<file path="src/rtl/loop_two_defines.svh">
// Constants for the loopback-two relay and loop control block.
`ifndef LOOP_TWO_DEFINES_SVH
`define LOOP_TWO_DEFINES_SVH
`define CMD_W 4
`define CMD_AR 4'h8
`define CMD_ARL 4'ha
`define CMD_AI 4'hc
`define CMD_AIL 4'he
`define CMD_RSY 4'h4
`define CMD_TIM 4'h0
`define ZERO_FRAMES 3'h4
`define ECHO_LOOPED 1'b0
`define FIFO_DEPTH 16
`define FIFO_AW 4
`endif

</file>
<file path="src/rtl/loop_two_pkg.sv">
// Types shared by the loopback-two relay block.
`default_nettype none
package loop_two_pkg;
    typedef struct packed {
        logic [7:0] b1;
        logic [7:0] b2;
        logic [1:0] d;
    } frame_t;
    typedef enum logic [1:0] {
        line_idle,
        line_pending,
        line_transparent
    } line_state_t;
endpackage
`default_nettype wire

</file>
<file path="src/rtl/frame_fifo.sv">
// Parameterised valid/ready FIFO for looped frames.
`default_nettype none
module frame_fifo #(
    parameter int WIDTH = 18,
    parameter int DEPTH = 16,
    parameter int AW = 4
) (
    input wire logic clk_in,
    input wire logic rst_n_in,
    input wire logic [WIDTH-1:0] wr_data_in,
    input wire logic wr_valid_in,
    output logic wr_ready_out,
    output logic [WIDTH-1:0] rd_data_out,
    output logic rd_valid_out,
    input wire logic rd_ready_in
);
    logic [WIDTH-1:0] mem [DEPTH];
    logic [AW-1:0] wr_ptr_reg;
    logic [AW-1:0] rd_ptr_reg;
    logic [AW:0] count_reg;
    wire push = wr_valid_in && wr_ready_out;
    wire pop = rd_valid_out && rd_ready_in;
    assign wr_ready_out = (count_reg != (AW+1)'(DEPTH));
    assign rd_valid_out = (count_reg != '0);
    assign rd_data_out = mem[rd_ptr_reg];
    always_ff @(posedge clk_in)
    begin
        if (push)
        begin
            mem[wr_ptr_reg] <= wr_data_in;
        end
    end
    always_ff @(posedge clk_in)
    begin
        if (!rst_n_in)
        begin
            wr_ptr_reg <= '0;
            rd_ptr_reg <= '0;
            count_reg <= '0;
        end
        else
        begin
            if (push)
                wr_ptr_reg <= wr_ptr_reg + 1'b1;
            if (pop)
                rd_ptr_reg <= rd_ptr_reg + 1'b1;
            count_reg <= count_reg + (AW+1)'(push) - (AW+1)'(pop);
        end
    end
endmodule
`default_nettype wire

</file>
<file path="src/rtl/loop_two_relay.sv">
// Loopback-two relay: line-side command forwarding and user-side complete loop.
// Functional notes
// - Loops one, one-A, two come from exchange; loop three is local.
// - Looped bits also continue onward unchanged; loops are transparent.
// - While looped, physical receive data on the looped side is ignored.
// - Bearer and signalling data share one identical loop delay.
// - Loop two loops both bearer channels and signalling in user transceiver.
// - Request in transparent state is forwarded as looped activation indication.
// - Request in other states is forwarded as looped activation request.
// - Loop change resync: user sends resync then indication; line repeats indication.
// - Exchange wake signal starts before terminator activation signal.
// - User side closes loop on looped indication or looped request.
// - Echo bit forced to zero during loop two.
// - After looped indication, zeros loop back upstream for four frames; code sends them only if the loop was still open.
`default_nettype none
`include "loop_two_defines.svh"
module loop_two_relay (
    input wire logic clk_in,
    input wire logic rst_n_in,
    input wire logic frame_tick_in,
    input wire logic maint_loop_req_in,
    input wire logic line_synced_in,
    input wire logic line_transparent_in,
    input wire logic exchange_wake_signal_in,
    output logic terminator_activation_signal_out,
    output logic [`CMD_W-1:0] downstream_command_channel_out,
    input wire logic [`CMD_W-1:0] upstream_command_channel_in,
    input wire logic resync_needed_in,
    input wire loop_two_pkg::frame_t bus_rx_in,
    input wire loop_two_pkg::frame_t exch_tx_in,
    output loop_two_pkg::frame_t bus_tx_out,
    output loop_two_pkg::frame_t upstream_out,
    output logic upstream_valid_out,
    input wire logic upstream_ready_in,
    output logic echo_bit_out,
    input wire logic echo_in,
    output logic loop_closed_out
);
    loop_two_pkg::line_state_t line_state_next;
    logic [`CMD_W-1:0] cmd_reg, cmd_next;
    logic [`CMD_W-1:0] user_cmd_reg, user_cmd_prev_reg;
    logic loop_reg;
    logic [2:0] zero_cnt_reg;
    logic resync_pend_reg;
    logic act_reg;
    loop_two_pkg::frame_t bus_tx_reg;
    logic echo_reg;
    wire fifo_wr_ready;

    // Line transceiver state follows the line's synchronisation progress.
    always_comb
    begin
        line_state_next = loop_two_pkg::line_idle;
        if (line_transparent_in)
            line_state_next = loop_two_pkg::line_transparent;
        else if (line_synced_in)
            line_state_next = loop_two_pkg::line_pending;
    end

    // Maps the line state and the maintenance request onto the downstream code.
    function automatic logic [`CMD_W-1:0] relay_cmd(input loop_two_pkg::line_state_t st,
                                                      input logic loop_req);
        logic [`CMD_W-1:0] c;
        c = `CMD_TIM;
        case (st)
            loop_two_pkg::line_transparent:
            begin
                if (loop_req)
                    c = `CMD_AIL;
                else
                    c = `CMD_AI;
            end
            loop_two_pkg::line_pending:
            begin
                if (loop_req)
                    c = `CMD_ARL;
                else
                    c = `CMD_AR;
            end
            loop_two_pkg::line_idle:
            begin
                // Nothing is announced downstream yet unless the exchange wants a loop.
                if (loop_req)
                    c = `CMD_ARL;
                else
                    c = `CMD_TIM;
            end
            default:
            begin
                c = `CMD_TIM;
            end
        endcase
        return c;
    endfunction

    // The maintenance channel request is the only loop source.
    assign cmd_next = relay_cmd(line_state_next, maint_loop_req_in);

    wire user_sent_resync = (user_cmd_prev_reg == `CMD_RSY);
    wire user_sent_ai = (user_cmd_reg == `CMD_AI);
    wire cmd_is_ail = (cmd_reg == `CMD_AIL);
    wire cmd_is_arl = (cmd_reg == `CMD_ARL);
    wire loop_next = cmd_is_ail || cmd_is_arl;
    wire loop_change = loop_next != loop_reg;

    // Line side: drive the activation signal only once the wake signal is seen.
    always_ff @(posedge clk_in)
    begin
        if (!rst_n_in)
        begin
            cmd_reg <= `CMD_TIM;
            act_reg <= 1'b0;
        end
        else
        begin
            cmd_reg <= cmd_next;
            act_reg <= exchange_wake_signal_in && line_synced_in;
        end
    end

    // The user side's codes are kept for two cycles so that the resync sequence
    // is recognised as the resync code followed directly by the indication.
    always_ff @(posedge clk_in)
    begin
        if (!rst_n_in)
        begin
            user_cmd_reg <= `CMD_TIM;
            user_cmd_prev_reg <= `CMD_TIM;
            resync_pend_reg <= 1'b0;
        end
        else
        begin
            user_cmd_reg <= upstream_command_channel_in;
            user_cmd_prev_reg <= user_cmd_reg;
            if (loop_change && resync_needed_in)
                resync_pend_reg <= 1'b1;
            else if (user_sent_resync && user_sent_ai)
                resync_pend_reg <= 1'b0;
        end
    end

    // After a resync the indication is simply repeated; cmd_reg keeps it on the channel.
    assign downstream_command_channel_out = cmd_reg;
    assign terminator_activation_signal_out = act_reg;

    // Frames offered during a resync are dropped. A zero frame only counts once the
    // buffer has taken it, otherwise a drop would shorten the run of zero frames.
    wire loop_frame_source_zero = (zero_cnt_reg != 3'h0);
    wire up_valid = frame_tick_in && !resync_pend_reg;
    wire zero_frame_sent = up_valid && fifo_wr_ready && loop_frame_source_zero;

    // User side loop control and the four zero frames when a looped indication closes the loop.
    always_ff @(posedge clk_in)
    begin
        if (!rst_n_in)
        begin
            loop_reg <= 1'b0;
            zero_cnt_reg <= 3'h0;
        end
        else
        begin
            loop_reg <= loop_next;
            if (cmd_is_ail && !loop_reg)
                zero_cnt_reg <= `ZERO_FRAMES;
            else if (zero_frame_sent)
                zero_cnt_reg <= zero_cnt_reg - 3'h1;
        end
    end

    // Looped frames ride one path so bearer and signalling share a delay.
    wire loop_two_pkg::frame_t up_src = loop_reg ? exch_tx_in : bus_rx_in;
    logic [$bits(loop_two_pkg::frame_t)-1:0] up_bits;
    for (genvar g = 0; g < $bits(loop_two_pkg::frame_t); g++)
    begin : g_up_bits
        assign up_bits[g] = loop_frame_source_zero ? 1'b0 : up_src[g];
    end
    wire loop_two_pkg::frame_t up_word = up_bits;

    // Onward data always passes, looped or not, so the loop stays transparent.
    always_ff @(posedge clk_in)
    begin
        if (!rst_n_in)
        begin
            bus_tx_reg <= '0;
        end
        else
        begin
            bus_tx_reg <= exch_tx_in;
        end
    end

    // Echo idles high after reset so the user side does not see a false low bit.
    always_ff @(posedge clk_in)
    begin
        if (!rst_n_in)
        begin
            echo_reg <= 1'b1;
        end
        else
        begin
            echo_reg <= loop_reg ? `ECHO_LOOPED : echo_in;
        end
    end

    assign bus_tx_out = bus_tx_reg;
    assign echo_bit_out = echo_reg;
    assign loop_closed_out = loop_reg;

    frame_fifo #(
        .WIDTH($bits(loop_two_pkg::frame_t)),
        .DEPTH(`FIFO_DEPTH),
        .AW(`FIFO_AW)
    ) u_fifo (
        .clk_in(clk_in),
        .rst_n_in(rst_n_in),
        .wr_data_in(up_word),
        .wr_valid_in(up_valid),
        .wr_ready_out(fifo_wr_ready),
        .rd_data_out(upstream_out),
        .rd_valid_out(upstream_valid_out),
        .rd_ready_in(upstream_ready_in)
    );
endmodule
`default_nettype wire

</file>
<file path="config.mk">
export PLATFORM = sky130hd
export DESIGN_NAME = loop_two_relay
export DESIGN_NICKNAME = d
export VERILOG_FILES = /design/src/rtl/loop_two_pkg.sv /design/src/rtl/frame_fifo.sv /design/src/rtl/loop_two_relay.sv
export VERILOG_INCLUDE_DIRS = /design/src /design/src/rtl
export SDC_FILE = /design/constraint.sdc
export NUM_CORES = 1
export LEC_CHECK = 0
export ABC_AREA = 1
export ABC_CLOCK_PERIOD_IN_PS = 8900
export BUFFER_PORTS_ARGS = -buffer_cell sky130_fd_sc_hd__buf_2
export CORE_MARGIN = 2
export CORE_UTILIZATION = 45
export DETAILED_ROUTE_END_ITERATION = 10
export PLACE_DENSITY = 0.67
export SYNTH_ARGS = -nofsm -noshare
export SYNTH_HDL_FRONTEND = slang
export SYNTH_SLANG_ARGS = --single-unit
</file>
<file path="constraint.sdc">
create_clock -name clk_in -period 8.9 [get_ports clk_in]
set_clock_uncertainty 0.2 [all_clocks]
set_input_delay 1.78 -clock clk_in [delete_from_list [all_inputs] [get_ports clk_in]]
set_output_delay 1.78 -clock clk_in [all_outputs]
set_load 0.01 [all_outputs]
</file>
# [Word-level counts from Yosys, hierarchy flattened]
# Memory sizes are Yosys's and may differ from the RTL's. A register that Yosys moved wholly into a read port is not among the register bits.
# Cells that the tools add are included.
[totals] register_bits=50 ram_bits=288 input_bits=50 out_inout_bits=44 word_cells=81 memories=1
[op_classes] addsub=5 eq_ne=8 mux=34 bitwise=1 reduce_logical=17
[memory_table] name="u_fifo.mem" depth=16 word_bits=18 rd=1 rd_clocked_by_memory_dff=1 write_ports=1 line_no="frame_fifo.sv:17" text="logic [WIDTH-1:0] mem [DEPTH];"
[ops] op="$mux W1" n=24
[ops] op="$mux W18" n=1
[ops] op="$eq A4 B4 Y1 const B" n=3
[ops] op="$mux W4" n=3
[ops] op="$pmux W4 S3" n=1
[ops] op="$add A4 B1 Y4 const B" n=2
[ops] op="$logic_and A1 B1 Y1" n=8
[ops] op="$mux W2" n=3
[ops] op="$mux W3" n=2
[ops] op="$add A5 B1 Y5" n=1
[ops] op="$ne A5 B5 Y1 const B" n=1
[ops] op="$reduce_bool A5 Y1" n=1
[ops] op="$sub A5 B1 Y5" n=1
[ops] op="$eq A4 B3 Y1 const B" n=1
[ops] op="$reduce_bool A2 Y1" n=2
[ops] op="$reduce_bool A3 Y1" n=1
[ops] op="$sub A3 B1 Y3 const B" n=1
[ops] op="$eq A2 B1 Y1 const B" n=1
[ops] op="$eq A2 B2 Y1 const B" n=1
[ops] op="$logic_not A1 Y1" n=2
[ops] op="$logic_not A2 Y1" n=1
[ops] op="$reduce_or A2 Y1" n=1
[ops] op="$logic_or A1 B1 Y1" n=1
[ops] op="$ne A1 B1 Y1" n=1
[ops] op="$not A1 Y1" n=1

# [Longest topological paths before layout]
[logic_depth] depth_word=6 depth_mapped=17 ltp_nobuf=17

# [Hierarchy]
# A second synthesis with hierarchy kept.
[hier_totals] cells_unflattened=1503 hier_area_um2=14714.1
[modules_own_cells] mod="frame_fifo" instances=1 cells_per_inst=1294 area_per_inst_um2=13231.4 seq_area_each_um2=8988.6
[modules_own_cells] mod="loop_two_relay" instances=1 cells_per_inst=209 area_per_inst_um2=1482.7 seq_area_each_um2=720.7

# [Worst setup path after synthesis]
# Ideal clock, no wire load.
[synth_timing] path_type="input to register" start="in frame_tick_in" end="mem u_fifo.mem[11][0], enable pin" setup_time_ns=0.416 arrival_time_ns=3.448 t_required_ns=8.284 path_slack_ns=4.836 stages=5 n_path_buf=1 path_cell_list="inv_1 nor2_1 nand2_1 buf_2 nor3_1"
[synth_between] elab_chain_len=4
[synth_rtl] item="start: declaration" line_no="loop_two_relay.sv:20" text="input wire logic frame_tick_in,"
[synth_rtl] item="$logic_and A1 B1 Y1" line_no="loop_two_relay.sv:149" text="wire up_valid = frame_tick_in && !resync_pend_reg;"
[synth_rtl] item="$logic_and A1 B1 Y1" line_no="frame_fifo.sv:21" text="wire push = wr_valid_in && wr_ready_out;"
[synth_rtl] item="$mux W1" line_no="frame_fifo.sv:28" text="if (push)"
[synth_rtl] item="$mux W1 (implied by the code)" line_no="frame_fifo.sv:30" text="mem[wr_ptr_reg] <= wr_data_in;"
[synth_rtl] item="end: declaration" line_no="frame_fifo.sv:17"
# Every way passes these cells.

==> impl_metrics.json <==
{
  "insertion_delay_ps": 520,
  "r2r_cells": 7,
  "tritoncts_num_sinks": 341,
  "largest_reg_flops": 288,
  "timing_worst_setup_path_type": "reg -> out",
  "design.die.area_sq_um": 32900,
  "worstReg2RegStart": "u_fifo.count_reg[2]",
  "holdCritPathClass": "reg -> reg",
  "detail_route.iter0.violations": 781,
  "ios": 94,
  "worstSetupStartpointType": "register",
  "detailed_place_hpwl_mm": 20.0,
  "timing.final.setup_violations": 0,
  "grt_use_total": 0.214,
  "postRouteAntennaNets": 0,
  "pwr_density_cell_nw_per_um2": 276,
  "unique_masters_post_synth": 30,
  "layout_worst_path_cycle_share": 0.583,
  "buffer_ports.inserted": 92,
  "finalWirelength_mm": 34.9,
  "antenna-diode-count": 0,
  "rsz0062_at_grt": "no",
  "drt_first_pass_iters": 5,
  "hold_viol_final": 0,
  "layout.cell_area.non_filler_sq_um": 16200,
  "routed_wire_length_per_instance_microns": 18.5,
  "layout-drive-gt1-share": 0.132,
  "cts_buffers": 36,
  "synth_sequential_area_ratio": 0.685,
  "vias": 9766,
  "antenna_found_initial": 1,
  "cts_hold_buffers_added": 0,
  "grt_remaining_overflow": 0,
  "number_of_global_route_vias_before_repair": 9350,
  "max_cap_violations": 0,
  "area_growth_syn_to_layout_pct": 14.2,
  "r2r-end": "u_fifo.mem[6][2]",
  "yosys_warnings": 0,
  "die_width_microns": 181,
  "clk_transition_reported_paths_ps": 60,
  "site_row_count": 64,
  "floorplan.initialDensity": 0.460,
  "remaining_drc_errors": 0,
  "required_ps": 6920,
  "drt-vias-per-instance": 5.18,
  "htree_levels": 2,
  "grt_start_max_net_pins": 92,
  "power.leakage_nw": 6.73,
  "result_of_the_run": "complete, no violations",
  "num-nets-final": 1527,
  "min_delay_worst_endpoint": "user_cmd_prev_reg[0]",
  "clock_tree.buffer_depth": 3,
  "arrival_time_of_the_worst_setup_path_ps": 3210,
  "grt_pass1_wl_mm": 53.5,
  "syn_inst": 1367,
  "core_area_sq_um": 30800,
  "floorplan.die.height_microns": 181,
  "synth.cell_area_sq_um": 14200,
  "syn-num-nets": 1431,
  "post_cts_resized": 0,
  "timing.slew.headroom": 0.125,
  "totalPowerFinal_w": 0.00447,
  "timing_worst_slew_pin_value_ps": 1310,
  "place.gp.congestion": 0.781,
  "slew_violations": 0,
  "cp_max_fo": 90,
  "post_layout_min_period_ps": 5190,
  "max-vdd-ir-drop_mv": 0.146,
  "post_dp_area_sq_um": 15100,
  "flip_flop_and_latch_count_after_synthesis": 341,
  "post_cts.repair.setup_buffers": 0,
  "worst-r2r-setup-slack_ps": 5810,
  "worst_hold_path.num_cells": 2,
  "hp-start": "user_cmd_reg[0]",
  "setup-tns-final_ps": 0,
  "fmaxAchievable_mhz": 193,
  "critPathCaptureType": "primary output",
  "clk_root_buffer_cell": "sky130_fd_sc_hd__clkbuf_16",
  "synth_area_per_cell_sq_um": 10.4,
  "tritoncts_clock_tree": "done"
}
## cells by family after synthesis
| kind of cell | count (synthesis) | synth area share |
|---|---|---|
| fa+ha+maj | 14 | 0.0129 |
| other cells | 1 | 0.000265 |
| compound gates | 69 | 0.0255 |
| buf+inv | 182 | 0.0571 |
| xor+xnor | 3 | 0.00185 |
| simple gates | 757 | 0.218 |
| flops | 341 | 0.685 |
## how the worst max path moves through the flow
stage / from / endpoint / slack, ps / cells after the start
after floorplan: frame_tick_in / u_fifo.mem[11][0] / 4840 / 5
after global placement: register / upstream_out[17] / 4090 / 6
after detailed placement: register / upstream_out[17] / 4040 / 6
after CTS: register / upstream_out[11] / 3540 / 6
after global routing: register / upstream_out[8] / 3460 / 9
final: register / upstream_out[12] / 3710 / 8
## worst max-delay path, stage by stage, from the launching register on
cell                      delay [ps]
sky130_fd_sc_hd__dfxtp_4         350
sky130_fd_sc_hd__buf_4           730
sky130_fd_sc_hd__buf_4           750
sky130_fd_sc_hd__nand2_1         140
sky130_fd_sc_hd__nand3_1         120
sky130_fd_sc_hd__nand3_1         150
sky130_fd_sc_hd__nand3_1         170
sky130_fd_sc_hd__nand2_1          60
sky130_fd_sc_hd__buf_2           140
## cell type report
cell class                 count  area [sq um]
fill                        2675         14600
sequential                   341          9710
multi-input combinational    844          3710
clock buffer                  50          1030
timing repair buffer         127           736
tap                          396           495
inverter                     113           429
clock inverter                14          75.1
## synthesized netlist by cell type, drive strengths merged
master	number	area share
a21boi	1	0.00053
a21oi	25	0.0088
a31oi	1	0.00044
and3	1	0.00044
buf	48	0.021
clkbuf	21	0.0056
clkinv	2	0.00053
conb	1	0.00026
dfxtp	53	0.075
edfxtp	288	0.61
fa	1	0.0014
ha	13	0.011
inv	111	0.030
nand2	471	0.12
nand3	146	0.052
nand3b	1	0.00053
nand4	1	0.00044
nor2	114	0.030
nor3	5	0.0018
o211ai	5	0.0026
o21ai	37	0.013
or2	18	0.0079
xnor2	1	0.00062
xor2	2	0.0012
## routing by layer
layer	wire length, microns	track usage	up-vias
met4	843	0.0676	0
met5	0	0	-
met2	15700	0.335	389
met3	2900	0.0415	62
met1	15400	0.304	4630
li1	-	-	4685
## power by group
part	internal (W)	switching, W
Combinational	0.000312	0.000770
Sequential	0.00196	0.0000276
Clock	0.000807	0.000596
## cells in the final DEF, fill, tap and decap left out, types with 3 or more instances in the layout
master and n:
sky130_fd_sc_hd__or2_1 12, sky130_fd_sc_hd__nor2_1 100, sky130_fd_sc_hd__clkbuf_8 3, sky130_fd_sc_hd__clkinv_1 9, sky130_fd_sc_hd__or2_0 6, sky130_fd_sc_hd__buf_4 34
sky130_fd_sc_hd__nand3_1 146, sky130_fd_sc_hd__clkbuf_1 9, sky130_fd_sc_hd__edfxtp_1 288, sky130_fd_sc_hd__inv_1 109, sky130_fd_sc_hd__a21oi_1 23, sky130_fd_sc_hd__nor2_2 14
sky130_fd_sc_hd__o211ai_1 5, sky130_fd_sc_hd__nand2_1 471, sky130_fd_sc_hd__clkbuf_16 38, sky130_fd_sc_hd__buf_2 92, sky130_fd_sc_hd__dfxtp_1 52, sky130_fd_sc_hd__ha_1 13
sky130_fd_sc_hd__o21ai_0 36, sky130_fd_sc_hd__nor3_1 3
## through the flow
step | util | instances | setup WS [ps] | hold slack, ps
after detailed placement | 0.489 | 1820 | 4040 | 218
final | 0.525 | 1885 | 3710 | 227
after global routing | 0.525 | 1885 | 3460 | 235
after CTS | 0.524 | 1884 | 3540 | 226
after floorplan | - | 1367 | 4840 | 207
after global placement | 0.489 | 1820 | 4090 | 214
Power figures use the tool's default switching activity.
